==> src/shared/cab_exec_map.vh <==
// constants for the arithmetic, logic and branch execution unit:
// operation codes, status bit positions, register map and cycle counts.
// assumes inclusion by bare name from the design file.
`ifndef CAB_EXEC_MAP_VH
`define CAB_EXEC_MAP_VH

// ----------------------------------------------------------------------
// operation codes (cmdOp)
// ----------------------------------------------------------------------
`define CAB_OP_SUM                      6'h00
`define CAB_OP_SUM_CARRY                6'h01
`define CAB_OP_WORD_PAIR_PLUS_IMMEDIATE 6'h02
`define CAB_OP_DIFFERENCE               6'h03
`define CAB_OP_DIFFERENCE_WITH_CONSTANT 6'h04
`define CAB_OP_BORROW_DIFFERENCE        6'h05
`define CAB_OP_BORROW_DIFFERENCE_CONST  6'h06
`define CAB_OP_WORD_PAIR_MINUS_IMMEDIATE 6'h07
`define CAB_OP_CONJUNCTION              6'h08
`define CAB_OP_CONJUNCTION_WITH_CONST   6'h09
`define CAB_OP_DISJUNCTION              6'h0a
`define CAB_OP_DISJUNCTION_WITH_CONST   6'h0b
`define CAB_OP_EXCLUSIVE_DISJUNCTION    6'h0c
`define CAB_OP_ONES_INVERSE             6'h0d
`define CAB_OP_TWOS_INVERSE             6'h0e
`define CAB_OP_BIT_SET_BY_MASK          6'h0f
`define CAB_OP_BIT_CLEAR_BY_MASK        6'h10
`define CAB_OP_PLUS_ONE                 6'h11
`define CAB_OP_MINUS_ONE                6'h12
`define CAB_OP_ZERO_SIGN_CHECK          6'h13
`define CAB_OP_REGISTER_ZEROING         6'h14
`define CAB_OP_REGISTER_ALL_ONES        6'h15
`define CAB_OP_PRODUCT_UNSIGNED         6'h16
`define CAB_OP_PRODUCT_SIGNED           6'h17
`define CAB_OP_PRODUCT_SIGNED_BY_UNSIGNED 6'h18
`define CAB_OP_FRACTIONAL_PRODUCT_UNSIGNED 6'h19
`define CAB_OP_FRACTIONAL_PRODUCT_SIGNED 6'h1a
`define CAB_OP_FRACTIONAL_PRODUCT_MIXED 6'h1b
`define CAB_OP_RELATIVE_BRANCH          6'h1c
`define CAB_OP_POINTER_BRANCH           6'h1d
`define CAB_OP_ABSOLUTE_BRANCH          6'h1e
`define CAB_OP_RELATIVE_SUBROUTINE_ENTRY 6'h1f
`define CAB_OP_POINTER_SUBROUTINE_ENTRY 6'h20
`define CAB_OP_ABSOLUTE_SUBROUTINE_ENTRY 6'h21
`define CAB_OP_SUBROUTINE_EXIT          6'h22
`define CAB_OP_HANDLER_EXIT             6'h23
`define CAB_OP_SKIP_IF_EQUAL            6'h24
`define CAB_OP_REGISTER_COMPARISON      6'h25
`define CAB_OP_COMPARISON_WITH_BORROW   6'h26

// ----------------------------------------------------------------------
// status register bit positions and reset value
// ----------------------------------------------------------------------
`define CAB_SR_C 0
`define CAB_SR_Z 1
`define CAB_SR_N 2
`define CAB_SR_V 3
`define CAB_SR_S 4
`define CAB_SR_H 5
`define CAB_SR_T 6
`define CAB_SR_I 7
`define CAB_SR_RESET 8'h00

// ----------------------------------------------------------------------
// register map (plain register port)
// ----------------------------------------------------------------------
`define CAB_ADDR_GPR_LAST 6'h1f
`define CAB_ADDR_STATUS   6'h20
`define CAB_ADDR_PC_LOW   6'h21
`define CAB_ADDR_PC_HIGH  6'h22
`define CAB_ADDR_STACK    6'h23
`define CAB_PC_RESET      16'h0000

// ----------------------------------------------------------------------
// cycle counts
// ----------------------------------------------------------------------
`define CAB_CYC_ONE   2'h1
`define CAB_CYC_TWO   2'h2
`define CAB_CYC_THREE 2'h3
`define CAB_CYC_FOUR  3'h4

`endif

==> src/hw/cab_exec_unit.v <==
// execution unit of an 8-bit core: arithmetic, logic, multiply, compare
// and branch operations with register file, status, pc and return stack.
// assumes one clock, synchronous inputs, and a decoder that presents one
// operation per cmdValid pulse while busy is low.
`timescale 1ns/1ps
`include "cab_exec_map.vh"

module cab_exec_unit #(
  parameter LARGE_VARIANT = 1,
  parameter STACK_DEPTH = 16,
  parameter STACK_BITS = 4
) (
  input wire clk,
  input wire nrst,
  input wire cmdValid,
  input wire [5:0] cmdOp,
  input wire [4:0] cmdDst,
  input wire [4:0] cmdSrc,
  input wire [15:0] cmdK,
  input wire cmdNextTwoWords,
  input wire [5:0] regAddr,
  input wire [7:0] regWrData,
  input wire regWr,
  input wire regRd,
  output reg [7:0] regRdData,
  output reg busy,
  output reg done,
  output reg illegal,
  output reg [15:0] pcOut,
  output reg globalIntEnable
);

  // ----------------------------------------------------------------------
  // state
  // ----------------------------------------------------------------------
  reg [7:0] gpr [0:31];
  reg [7:0] sreg;
  reg [15:0] pc;
  reg [15:0] stack [0:STACK_DEPTH-1];
  reg [STACK_BITS-1:0] sp;
  reg [2:0] remain;
  integer i;

  // ----------------------------------------------------------------------
  // flag helpers: returns {h, v, c}
  // ----------------------------------------------------------------------
  function [2:0] addHvc;
    input [7:0] a;
    input [7:0] b;
    input [7:0] r;
    begin
      addHvc[2] = (a[3] & b[3]) | (b[3] & ~r[3]) | (~r[3] & a[3]);
      addHvc[1] = (a[7] & b[7] & ~r[7]) | (~a[7] & ~b[7] & r[7]);
      addHvc[0] = (a[7] & b[7]) | (b[7] & ~r[7]) | (~r[7] & a[7]);
    end
  endfunction

  function [2:0] subHvc;
    input [7:0] a;
    input [7:0] b;
    input [7:0] r;
    begin
      subHvc[2] = (~a[3] & b[3]) | (b[3] & r[3]) | (r[3] & ~a[3]);
      subHvc[1] = (a[7] & ~b[7] & ~r[7]) | (~a[7] & b[7] & r[7]);
      subHvc[0] = (~a[7] & b[7]) | (b[7] & r[7]) | (r[7] & ~a[7]);
    end
  endfunction

  // ----------------------------------------------------------------------
  // operation decode and result
  // ----------------------------------------------------------------------
  reg [7:0] opA;
  reg [7:0] opB;
  reg [7:0] res;
  reg [15:0] wide;
  reg [2:0] hvc;
  reg [7:0] next_sreg;
  reg [15:0] next_pc;
  reg [2:0] cycles;
  reg wrDst;
  reg wrPair;
  reg wrProd;
  reg doPush;
  reg doPop;
  reg [15:0] pushVal;
  reg badOp;
  reg sgnA;
  reg sgnB;
  reg frac;
  reg [31:0] prod;
  reg [15:0] prod16;

  wire accept = cmdValid & ~busy;
  wire [15:0] pair = {gpr[{cmdDst[4:1], 1'b1}], gpr[{cmdDst[4:1], 1'b0}]};
  wire [15:0] ptr = {gpr[31], gpr[30]};
  wire [15:0] relK = {{4{cmdK[11]}}, cmdK[11:0]};
  wire [15:0] pcStep = pc + 16'h0001;

  always @* begin
    opA = gpr[cmdDst];
    opB = gpr[cmdSrc];
    res = 8'h00;
    wide = 16'h0000;
    hvc = 3'h0;
    next_sreg = sreg;
    next_pc = pcStep;
    cycles = {1'b0, `CAB_CYC_ONE};
    wrDst = 1'b0;
    wrPair = 1'b0;
    wrProd = 1'b0;
    doPush = 1'b0;
    doPop = 1'b0;
    pushVal = pcStep;
    badOp = 1'b0;
    sgnA = 1'b0;
    sgnB = 1'b0;
    frac = 1'b0;
    case (cmdOp)
      `CAB_OP_DIFFERENCE_WITH_CONSTANT, `CAB_OP_BORROW_DIFFERENCE_CONST,
      `CAB_OP_CONJUNCTION_WITH_CONST, `CAB_OP_DISJUNCTION_WITH_CONST,
      `CAB_OP_BIT_SET_BY_MASK, `CAB_OP_BIT_CLEAR_BY_MASK: begin
        opB = cmdK[7:0];
      end
    endcase
    case (cmdOp)
      `CAB_OP_SUM, `CAB_OP_SUM_CARRY: begin
        res = opA + opB + {7'h00, sreg[`CAB_SR_C] &
          (cmdOp == `CAB_OP_SUM_CARRY)};
        hvc = addHvc(opA, opB, res);
        wrDst = 1'b1;
      end
      `CAB_OP_DIFFERENCE, `CAB_OP_DIFFERENCE_WITH_CONSTANT,
      `CAB_OP_REGISTER_COMPARISON: begin
        res = opA - opB;
        hvc = subHvc(opA, opB, res);
        wrDst = (cmdOp != `CAB_OP_REGISTER_COMPARISON);
      end
      `CAB_OP_BORROW_DIFFERENCE, `CAB_OP_BORROW_DIFFERENCE_CONST,
      `CAB_OP_COMPARISON_WITH_BORROW: begin
        res = opA - opB - {7'h00, sreg[`CAB_SR_C]};
        hvc = subHvc(opA, opB, res);
        wrDst = (cmdOp != `CAB_OP_COMPARISON_WITH_BORROW);
      end
      `CAB_OP_WORD_PAIR_PLUS_IMMEDIATE: begin
        wide = pair + {10'h000, cmdK[5:0]};
        wrPair = 1'b1;
        cycles = {1'b0, `CAB_CYC_TWO};
      end
      `CAB_OP_WORD_PAIR_MINUS_IMMEDIATE: begin
        wide = pair - {10'h000, cmdK[5:0]};
        wrPair = 1'b1;
        cycles = {1'b0, `CAB_CYC_TWO};
      end
      `CAB_OP_CONJUNCTION, `CAB_OP_CONJUNCTION_WITH_CONST,
      `CAB_OP_ZERO_SIGN_CHECK: begin
        res = (cmdOp == `CAB_OP_ZERO_SIGN_CHECK) ? opA : opA & opB;
        wrDst = 1'b1;
      end
      `CAB_OP_DISJUNCTION, `CAB_OP_DISJUNCTION_WITH_CONST,
      `CAB_OP_BIT_SET_BY_MASK: begin
        res = opA | opB;
        wrDst = 1'b1;
      end
      `CAB_OP_BIT_CLEAR_BY_MASK: begin
        res = opA & (8'hff - opB);
        wrDst = 1'b1;
      end
      `CAB_OP_EXCLUSIVE_DISJUNCTION, `CAB_OP_REGISTER_ZEROING: begin
        res = (cmdOp == `CAB_OP_REGISTER_ZEROING) ? 8'h00 : opA ^ opB;
        wrDst = 1'b1;
      end
      `CAB_OP_ONES_INVERSE: begin
        res = 8'hff - opA;
        wrDst = 1'b1;
      end
      `CAB_OP_TWOS_INVERSE: begin
        res = 8'h00 - opA;
        hvc = {res[3] | opA[3], res == 8'h80, res != 8'h00};
        wrDst = 1'b1;
      end
      `CAB_OP_PLUS_ONE: begin
        res = opA + 8'h01;
        wrDst = 1'b1;
      end
      `CAB_OP_MINUS_ONE: begin
        res = opA - 8'h01;
        wrDst = 1'b1;
      end
      `CAB_OP_REGISTER_ALL_ONES: begin
        res = 8'hff;
        wrDst = 1'b1;
      end
      `CAB_OP_PRODUCT_UNSIGNED, `CAB_OP_FRACTIONAL_PRODUCT_UNSIGNED: begin
        frac = (cmdOp == `CAB_OP_FRACTIONAL_PRODUCT_UNSIGNED);
        wrProd = 1'b1;
        cycles = {1'b0, `CAB_CYC_TWO};
      end
      `CAB_OP_PRODUCT_SIGNED, `CAB_OP_FRACTIONAL_PRODUCT_SIGNED: begin
        sgnA = 1'b1;
        sgnB = 1'b1;
        frac = (cmdOp == `CAB_OP_FRACTIONAL_PRODUCT_SIGNED);
        wrProd = 1'b1;
        cycles = {1'b0, `CAB_CYC_TWO};
      end
      `CAB_OP_PRODUCT_SIGNED_BY_UNSIGNED,
      `CAB_OP_FRACTIONAL_PRODUCT_MIXED: begin
        sgnA = 1'b1;
        frac = (cmdOp == `CAB_OP_FRACTIONAL_PRODUCT_MIXED);
        wrProd = 1'b1;
        cycles = {1'b0, `CAB_CYC_TWO};
      end
      `CAB_OP_RELATIVE_BRANCH: begin
        next_pc = pc + relK + 16'h0001;
        cycles = {1'b0, `CAB_CYC_TWO};
      end
      `CAB_OP_RELATIVE_SUBROUTINE_ENTRY: begin
        next_pc = pc + relK + 16'h0001;
        doPush = 1'b1;
        cycles = {1'b0, `CAB_CYC_THREE};
      end
      `CAB_OP_POINTER_BRANCH: begin
        next_pc = ptr;
        cycles = {1'b0, `CAB_CYC_TWO};
      end
      `CAB_OP_POINTER_SUBROUTINE_ENTRY: begin
        next_pc = ptr;
        doPush = 1'b1;
        cycles = {1'b0, `CAB_CYC_THREE};
      end
      `CAB_OP_ABSOLUTE_BRANCH, `CAB_OP_ABSOLUTE_SUBROUTINE_ENTRY: begin
        if (LARGE_VARIANT != 0) begin
          next_pc = cmdK;
          doPush = (cmdOp == `CAB_OP_ABSOLUTE_SUBROUTINE_ENTRY);
          pushVal = pc + 16'h0002;
          cycles = doPush ? `CAB_CYC_FOUR : {1'b0, `CAB_CYC_THREE};
        end else begin
          badOp = 1'b1;
        end
      end
      `CAB_OP_SUBROUTINE_EXIT, `CAB_OP_HANDLER_EXIT: begin
        next_pc = stack[sp - {{(STACK_BITS-1){1'b0}}, 1'b1}];
        doPop = 1'b1;
        cycles = `CAB_CYC_FOUR;
        if (cmdOp == `CAB_OP_HANDLER_EXIT) begin
          next_sreg[`CAB_SR_I] = 1'b1;
        end
      end
      `CAB_OP_SKIP_IF_EQUAL: begin
        if (opA == opB) begin
          next_pc = pc + (cmdNextTwoWords ? 16'h0003 : 16'h0002);
          cycles = cmdNextTwoWords ? {1'b0, `CAB_CYC_THREE} :
            {1'b0, `CAB_CYC_TWO};
        end
      end
      default: begin
        badOp = 1'b1;
      end
    endcase

    // multiplier
    prod = {{8{sgnA & opA[7]}}, opA} * {{8{sgnB & opB[7]}}, opB};
    prod16 = frac ? {prod[14:0], 1'b0} : prod[15:0];

    // flag update per group
    case (cmdOp)
      `CAB_OP_SUM, `CAB_OP_SUM_CARRY, `CAB_OP_DIFFERENCE,
      `CAB_OP_DIFFERENCE_WITH_CONSTANT, `CAB_OP_REGISTER_COMPARISON,
      `CAB_OP_TWOS_INVERSE: begin
        next_sreg[`CAB_SR_H] = hvc[2];
        next_sreg[`CAB_SR_V] = hvc[1];
        next_sreg[`CAB_SR_C] = hvc[0];
        next_sreg[`CAB_SR_N] = res[7];
        next_sreg[`CAB_SR_Z] = (res == 8'h00);
      end
      `CAB_OP_BORROW_DIFFERENCE, `CAB_OP_BORROW_DIFFERENCE_CONST,
      `CAB_OP_COMPARISON_WITH_BORROW: begin
        next_sreg[`CAB_SR_H] = hvc[2];
        next_sreg[`CAB_SR_V] = hvc[1];
        next_sreg[`CAB_SR_C] = hvc[0];
        next_sreg[`CAB_SR_N] = res[7];
        next_sreg[`CAB_SR_Z] = (res == 8'h00) & sreg[`CAB_SR_Z];
      end
      `CAB_OP_WORD_PAIR_PLUS_IMMEDIATE, `CAB_OP_WORD_PAIR_MINUS_IMMEDIATE:
      begin
        next_sreg[`CAB_SR_N] = wide[15];
        next_sreg[`CAB_SR_Z] = (wide == 16'h0000);
        if (cmdOp == `CAB_OP_WORD_PAIR_PLUS_IMMEDIATE) begin
          next_sreg[`CAB_SR_V] = ~pair[15] & wide[15];
          next_sreg[`CAB_SR_C] = ~wide[15] & pair[15];
        end else begin
          next_sreg[`CAB_SR_V] = pair[15] & ~wide[15];
          next_sreg[`CAB_SR_C] = wide[15] & ~pair[15];
        end
      end
      `CAB_OP_ONES_INVERSE: begin
        next_sreg[`CAB_SR_C] = 1'b1;
        next_sreg[`CAB_SR_V] = 1'b0;
        next_sreg[`CAB_SR_N] = res[7];
        next_sreg[`CAB_SR_Z] = (res == 8'h00);
      end
      `CAB_OP_PLUS_ONE, `CAB_OP_MINUS_ONE: begin
        next_sreg[`CAB_SR_V] = (cmdOp == `CAB_OP_PLUS_ONE) ?
          (res == 8'h80) : (res == 8'h7f);
        next_sreg[`CAB_SR_N] = res[7];
        next_sreg[`CAB_SR_Z] = (res == 8'h00);
      end
      `CAB_OP_CONJUNCTION, `CAB_OP_CONJUNCTION_WITH_CONST,
      `CAB_OP_ZERO_SIGN_CHECK, `CAB_OP_DISJUNCTION,
      `CAB_OP_DISJUNCTION_WITH_CONST, `CAB_OP_BIT_SET_BY_MASK,
      `CAB_OP_BIT_CLEAR_BY_MASK, `CAB_OP_EXCLUSIVE_DISJUNCTION,
      `CAB_OP_REGISTER_ZEROING: begin
        next_sreg[`CAB_SR_V] = 1'b0;
        next_sreg[`CAB_SR_N] = res[7];
        next_sreg[`CAB_SR_Z] = (res == 8'h00);
      end
      `CAB_OP_PRODUCT_UNSIGNED, `CAB_OP_PRODUCT_SIGNED,
      `CAB_OP_PRODUCT_SIGNED_BY_UNSIGNED,
      `CAB_OP_FRACTIONAL_PRODUCT_UNSIGNED,
      `CAB_OP_FRACTIONAL_PRODUCT_SIGNED, `CAB_OP_FRACTIONAL_PRODUCT_MIXED:
      begin
        next_sreg[`CAB_SR_C] = prod[15];
        next_sreg[`CAB_SR_Z] = (prod16 == 16'h0000);
      end
      default: begin
      end
    endcase
    if (cmdOp <= `CAB_OP_REGISTER_ZEROING ||
        cmdOp >= `CAB_OP_REGISTER_COMPARISON) begin
      next_sreg[`CAB_SR_S] = next_sreg[`CAB_SR_N] ^ next_sreg[`CAB_SR_V];
    end
    if (badOp) begin
      next_sreg = sreg;
      next_pc = pc;
      cycles = {1'b0, `CAB_CYC_ONE};
    end
  end

  // ----------------------------------------------------------------------
  // register file, status, pc and stack
  // ----------------------------------------------------------------------
  always @(posedge clk or negedge nrst) begin
    if (!nrst) begin
      for (i = 0; i < 32; i = i + 1) begin
        gpr[i] <= 8'h00;
      end
      sreg <= `CAB_SR_RESET;
      pc <= `CAB_PC_RESET;
      sp <= {STACK_BITS{1'b0}};
    end else begin
      if (regWr && regAddr <= `CAB_ADDR_GPR_LAST) begin
        gpr[regAddr[4:0]] <= regWrData;
      end
      if (accept) begin
        if (wrDst) begin
          gpr[cmdDst] <= res;
        end
        if (wrPair) begin
          gpr[{cmdDst[4:1], 1'b0}] <= wide[7:0];
          gpr[{cmdDst[4:1], 1'b1}] <= wide[15:8];
        end
        if (wrProd) begin
          gpr[0] <= prod16[7:0];
          gpr[1] <= prod16[15:8];
        end
        sreg <= next_sreg;
        pc <= next_pc;
        if (doPush) begin
          stack[sp] <= pushVal;
          sp <= sp + {{(STACK_BITS-1){1'b0}}, 1'b1};
        end else if (doPop) begin
          sp <= sp - {{(STACK_BITS-1){1'b0}}, 1'b1};
        end
      end else if (regWr && !busy) begin
        if (regAddr == `CAB_ADDR_STATUS) begin
          sreg <= regWrData;
        end else if (regAddr == `CAB_ADDR_PC_LOW) begin
          pc[7:0] <= regWrData;
        end else if (regAddr == `CAB_ADDR_PC_HIGH) begin
          pc[15:8] <= regWrData;
        end
      end
    end
  end

  // ----------------------------------------------------------------------
  // cycle timing and outputs
  // ----------------------------------------------------------------------
  always @(posedge clk or negedge nrst) begin
    if (!nrst) begin
      remain <= 3'h0;
      busy <= 1'b0;
      done <= 1'b0;
      illegal <= 1'b0;
      pcOut <= `CAB_PC_RESET;
      globalIntEnable <= 1'b0;
      regRdData <= 8'h00;
    end else begin
      illegal <= accept & badOp;
      if (accept) begin
        remain <= cycles - 3'h1;
        busy <= (cycles != 3'h1);
        done <= (cycles == 3'h1);
      end else if (busy) begin
        remain <= remain - 3'h1;
        busy <= (remain != 3'h1);
        done <= (remain == 3'h1);
      end else begin
        done <= 1'b0;
      end
      pcOut <= accept ? next_pc : pc;
      globalIntEnable <= accept ? next_sreg[`CAB_SR_I] : sreg[`CAB_SR_I];
      if (regRd) begin
        if (regAddr <= `CAB_ADDR_GPR_LAST) begin
          regRdData <= gpr[regAddr[4:0]];
        end else if (regAddr == `CAB_ADDR_STATUS) begin
          regRdData <= sreg;
        end else if (regAddr == `CAB_ADDR_PC_LOW) begin
          regRdData <= pc[7:0];
        end else if (regAddr == `CAB_ADDR_PC_HIGH) begin
          regRdData <= pc[15:8];
        end else if (regAddr == `CAB_ADDR_STACK) begin
          regRdData <= {{(8-STACK_BITS){1'b0}}, sp};
        end else begin
          regRdData <= 8'h00;
        end
      end else begin
        regRdData <= 8'h00;
      end
    end
  end

endmodule // cab_exec_unit

==> config.mk <==
export PLATFORM = sky130hd
export DESIGN_NAME = cab_exec_unit
export DESIGN_NICKNAME = d
export VERILOG_FILES = /design/src/hw/cab_exec_unit.v
export VERILOG_INCLUDE_DIRS = /design/src /design/src/shared
export SDC_FILE = /design/constraint.sdc
export NUM_CORES = 2
export LEC_CHECK = 0
export ABC_AREA = 1
export BUFFER_PORTS_ARGS = -buffer_cell sky130_fd_sc_hd__clkbuf_2
export CAP_MARGIN = 10
export CORE_MARGIN = 2
export CORE_UTILIZATION = 30
export CTS_CLUSTER_SIZE = 28
export DETAILED_ROUTE_END_ITERATION = 10
export PLACE_DENSITY = 0.4
export SYNTH_ARGS = -nofsm -noshare
export SYNTH_HDL_FRONTEND = slang
export SYNTH_SLANG_ARGS = --single-unit
==> constraint.sdc <==
create_clock -name clk -period 7.12 [get_ports clk]
set_input_delay 1.424 -clock clk [delete_from_list [all_inputs] [get_ports clk]]
set_output_delay 1.424 -clock clk [all_outputs]
set_load 0.1 [all_outputs]
==> results <==
- The run finished, with violations left.
- The checks that failed: negative setup slack.
- The root cell of the clock tree is clkbuf_16.
- In the global route stage, overall resource usage came out at 37.4%.
- For this run, design rule violations remaining after detail routing come to 0.
- 80 I/O pins were placed.
- The count of port buffers added during placement is 79.
- The die area is 0.160 mm2.
- The routed wire length is 306,000 um.
- The number of hold buffers added after cts is 0.
- The initial antenna violation count was 14.
- The effective utilization at floorplan is 30.2%.
- No sink is reached through more buffers than the 3 on the longest clock path.
- The number of hold violations in the final report is 0.
- Of all nets on the critical path, the largest fanout is 10.
- The H-tree was split into 3 levels.
- The average via count per standard cell is 5.87.
- The worst-case vdd ir drop is 0.386 mV.
- The max-slew violation count is 0.
- Setup violations remaining at the end of the flow were counted as 4.
- Cells with a size suffix above 1 make up 17.5% of the layout.
- The post-route clock period utilization is 103%.
- The capture point of the worst reg-to-reg path is sreg[0].
- In this run the tightest slew margin relative to its limit is 12.1%.
- The most used flip-flop cell after synthesis is dfrtp_1.
- The clock tree from TritonCTS is done.
- The total area inside the core boundary comes to 0.156 mm2.
- The worst setup path is of the in2reg kind.
- For this design the static power due to leakage is 26.1 nW.
- Synthesis inferred 571 register bits.
- The final worst setup slack is -0.231 ns.
- The overall overflow remaining after global route is 0.
- The class of the worst hold path is reg2reg.
- For this run, asynchronously set or reset flops after synthesis account for 55.2%.
- The worst hold path was traced through 2 stages.
- The synthesized netlist cell count is 6,691.
- In the final design database the tool counted 7,460 nets.
- The register area share after synthesis is 33.1%.
- The tool flagged a number of max-cap violations equal to 0.
- Setup repair after global routing could not meet its margin everywhere.
- The capture endpoint of the worst hold path is sreg[6].
- The via count of the first global-routing pass is 51.6k.
- For the pin with the worst max-slew slack, the measured transition is 1.31 ns.
- The synthesized netlist net count is 6,931.
- Relative to the synthesized area, the layout overhead comes to 25.0%.
- The cell with the most instances on the worst path is nand2_2.
- Counting the buffers created by CTS gives 78.
- Cells fill 37.7% of the core in the end.
- The mean cell area of the mapped netlist is 7.03 um2.
- The largest clock skew in the final design is 0.0608 ns.
- Including well taps, the total number of placed cells is 9,173.
- The reg2reg setup slack is 0.39 ns.
- The number of enable flip-flop cells after synthesis is 256.
- The die boundary width is 400 um.
- The first global-routing pass estimated 421,000 um of wire.
- The final critical-path required period is 7.35 ns.
- The clock reaches the later pin of the worst-skew pair after 0.74 ns.
- The congestion estimate from routability-driven global placement came to 1.08.
- The worst register-to-register path begins at gpr[131].
- Entering global routing, the biggest net connects 160 pins.
- After the flow finishes, the layout carries non-filler instances totaling 9,351.
- The layout has 16.6k filler cells.
- The areal power density over the cells is 417 mW/mm2.
- The netlist area before placement is 0.0470 mm2.
- Detailed routing inserted a total of 54.9k vias.
- The clock sink total is 571.
- The average wire per standard cell is 32.7 um.
- The netlist uses 63 different library cells.
- The number of antenna-violating nets in the routed design is 0.
- For this block, the initial DRC count from the detailed router was 6,931.
- The floorplan has 145 rows.
- The data required time of the critical path is 7.78 ns.
- The maximum operating frequency is 136 MHz.
- Clock-pin slew was measured on the worst setup and hold paths at 0.07 ns.
- The worst hold path startpoint is sreg[6].
- The worst setup path is launched from an input pin.
- Registers take 0.0156 mm2.
- For the worst setup path, the data arrival time is 8.01 ns.
- The total area of multi-input combinational cells is 0.0279 mm2.
- Among all stages on the critical path, the largest delay is contributed by fa_1.
- The stage delay of the slowest cell on the critical path is 0.55 ns.
- The critical path endpoint category is a register.
- The Yosys step of the flow raised 0 warnings.
- The overall power consumption is 24.5 mW.
- Measured along the y axis, the die boundary spans 400 um.
- Before antenna repair, the detailed router went through 9 iterations.
- After legalization and detailed placement, the total HPWL measured 229,000 um.
- For the worst flop-to-flop path, the logic depth is 40.
-- placed cells by master (no fill, tap or decap), types with 26 or more instances in the layout --
cell type,synthesis,routed
nand2_1,1409,1391
o22ai_1,266,265
buf_12,0,64
o21ai_1,27,60
nand3_1,202,177
o21ai_0,1100,1058
a221oi_1,26,26
o221ai_1,56,53
nor2_2,8,40
dfrtp_1,315,314
a22oi_1,127,127
o211ai_1,93,93
o211a_1,35,35
fa_1,73,70
a21oi_1,699,686
ha_1,115,112
edfxtp_1,256,256
inv_2,48,57
inv_1,610,596
nor3_1,40,40
nand4_1,51,51
clkbuf_2,0,70
nor2_1,427,391
xor2_1,60,53
clkbuf_16,0,79
buf_4,8,728
-- layout make-up --
cell class | instances | area share (%)
Antenna cell | 11 | 0.0468
Clock buffer | 100 | 3.65
Clock inverter | 42 | 0.987
Inverter | 672 | 4.35
Multi-Input combinational cell | 5009 | 47.4
Sequential cell | 571 | 26.5
Tap cell | 2058 | 4.38
Timing Repair Buffer | 888 | 12.7
-- routing by layer --
| layer | vias to the layer above | GRT usage (%) | wire length, um |
|---|---|---|---|
| met5 | - | 0 | 21 |
| met3 | 720 | 5.74 | 23000 |
| met1 | 26900 | 49.8 | 129000 |
| met4 | 4 | 21.6 | 21500 |
| met2 | 2939 | 57.6 | 133000 |
| li1 | 24400 | - | - |
-- state kept, by name, indices dropped and copies added (netlist names) --
register,count
globalIntEnable,1
regRdData,8
stack,256
remain,3
illegal,1
done,1
sreg,8
pcOut,16
sp,4
pc,16
gpr,256
busy,1
-- synthesized netlist by cell type, types with 11 or more instances --
cell type | count | area share, %
edfxtp_1 | 256 | 16
inv_2 | 48 | 0.38
a21oi_1 | 699 | 7.4
a22oi_1 | 127 | 2.0
ha_1 | 115 | 3.1
inv_1 | 610 | 4.9
o221ai_1 | 56 | 1.0
o211a_1 | 35 | 0.74
buf_1 | 29 | 0.23
nor3_2 | 19 | 0.40
o211ai_1 | 93 | 1.5
a31oi_1 | 14 | 0.19
o21ai_1 | 27 | 0.29
fa_1 | 73 | 3.1
a221oi_1 | 26 | 0.48
nor4_1 | 11 | 0.15
nand3_1 | 202 | 2.1
dfrtp_1 | 315 | 17
o22ai_1 | 266 | 3.5
nor3_1 | 40 | 0.43
buf_2 | 57 | 0.61
xor2_1 | 60 | 1.1
nand2_1 | 1409 | 11
clkbuf_1 | 336 | 2.7
nor2_1 | 427 | 3.4
clkinv_1 | 14 | 0.11
o21ai_0 | 1100 | 12
a32o_1 | 24 | 0.51
or2_2 | 12 | 0.16
nand4_1 | 51 | 0.68
-- critical path, delay by kind of cell --
kind | cells | cell delay, ns
compound gates | 8 | 1.46
fa+ha+maj | 6 | 2.60
simple gates | 13 | 1.27
buf+inv | 11 | 1.23
-- worst max-delay path by stage --
stage / from / end / cells after the start
CTS: cmdSrc[0] / sreg[1] / 40
global placement: cmdOp[1] / sreg[1] / 41
global route: cmdSrc[0] / gpr[247] / 43
floorplan: cmdSrc[0] / sreg[1] / 43
detailed placement: cmdOp[2] / sreg[1] / 43
finish: cmdSrc[0] / sreg[0] / 38
-- report_power, final --
part           internal, mW  leakage, nW  switching [mW]
clock                  2.45         1.33            1.82
combinational          5.22         18.9            9.67
sequential             4.41         5.94           0.971
total                  12.1         26.1            12.5
-- what timing repair did --
| action | 4_1_cts | 5_1_grt |
|---|---|---|
| pin swaps | 18 | 21 |
| setup endpoints to repair | 10 | 10 |
| resized for setup | 96 | 75 |
| setup buffers | 12 | 11 |
| gates cloned | 3 | 0 |
-- per-stage QoR --
stage | setup WS [ns] | area [um2] | TNS (ns) | hold WS (ns)
finish | -0.231 | 58800 | -0.716 | 0.496
global route | -0.499 | 58800 | -2.08 | 0.519
CTS | -0.125 | 58500 | -0.317 | 0.492
detailed placement | -1.62 | 55200 | -42.09 | 0.477
global placement | -1.64 | 55200 | -36.04 | 0.473
floorplan | -0.204 | 47300 | -0.543 | 0.448
-- cell families after synthesis --
family,Yosys count,share of synthesized area [%]
flip-flops,571,33.1
adder cells (fa/ha/maj),188,6.17
buffers and inverters,1111,9.22
AND/OR/NAND/NOR,2218,19.6
XOR/XNOR,70,1.32
multiplexers,3,0.0638
AO/OA/AOI/OAI,2530,30.6
Power figures use the tool's default switching activity.
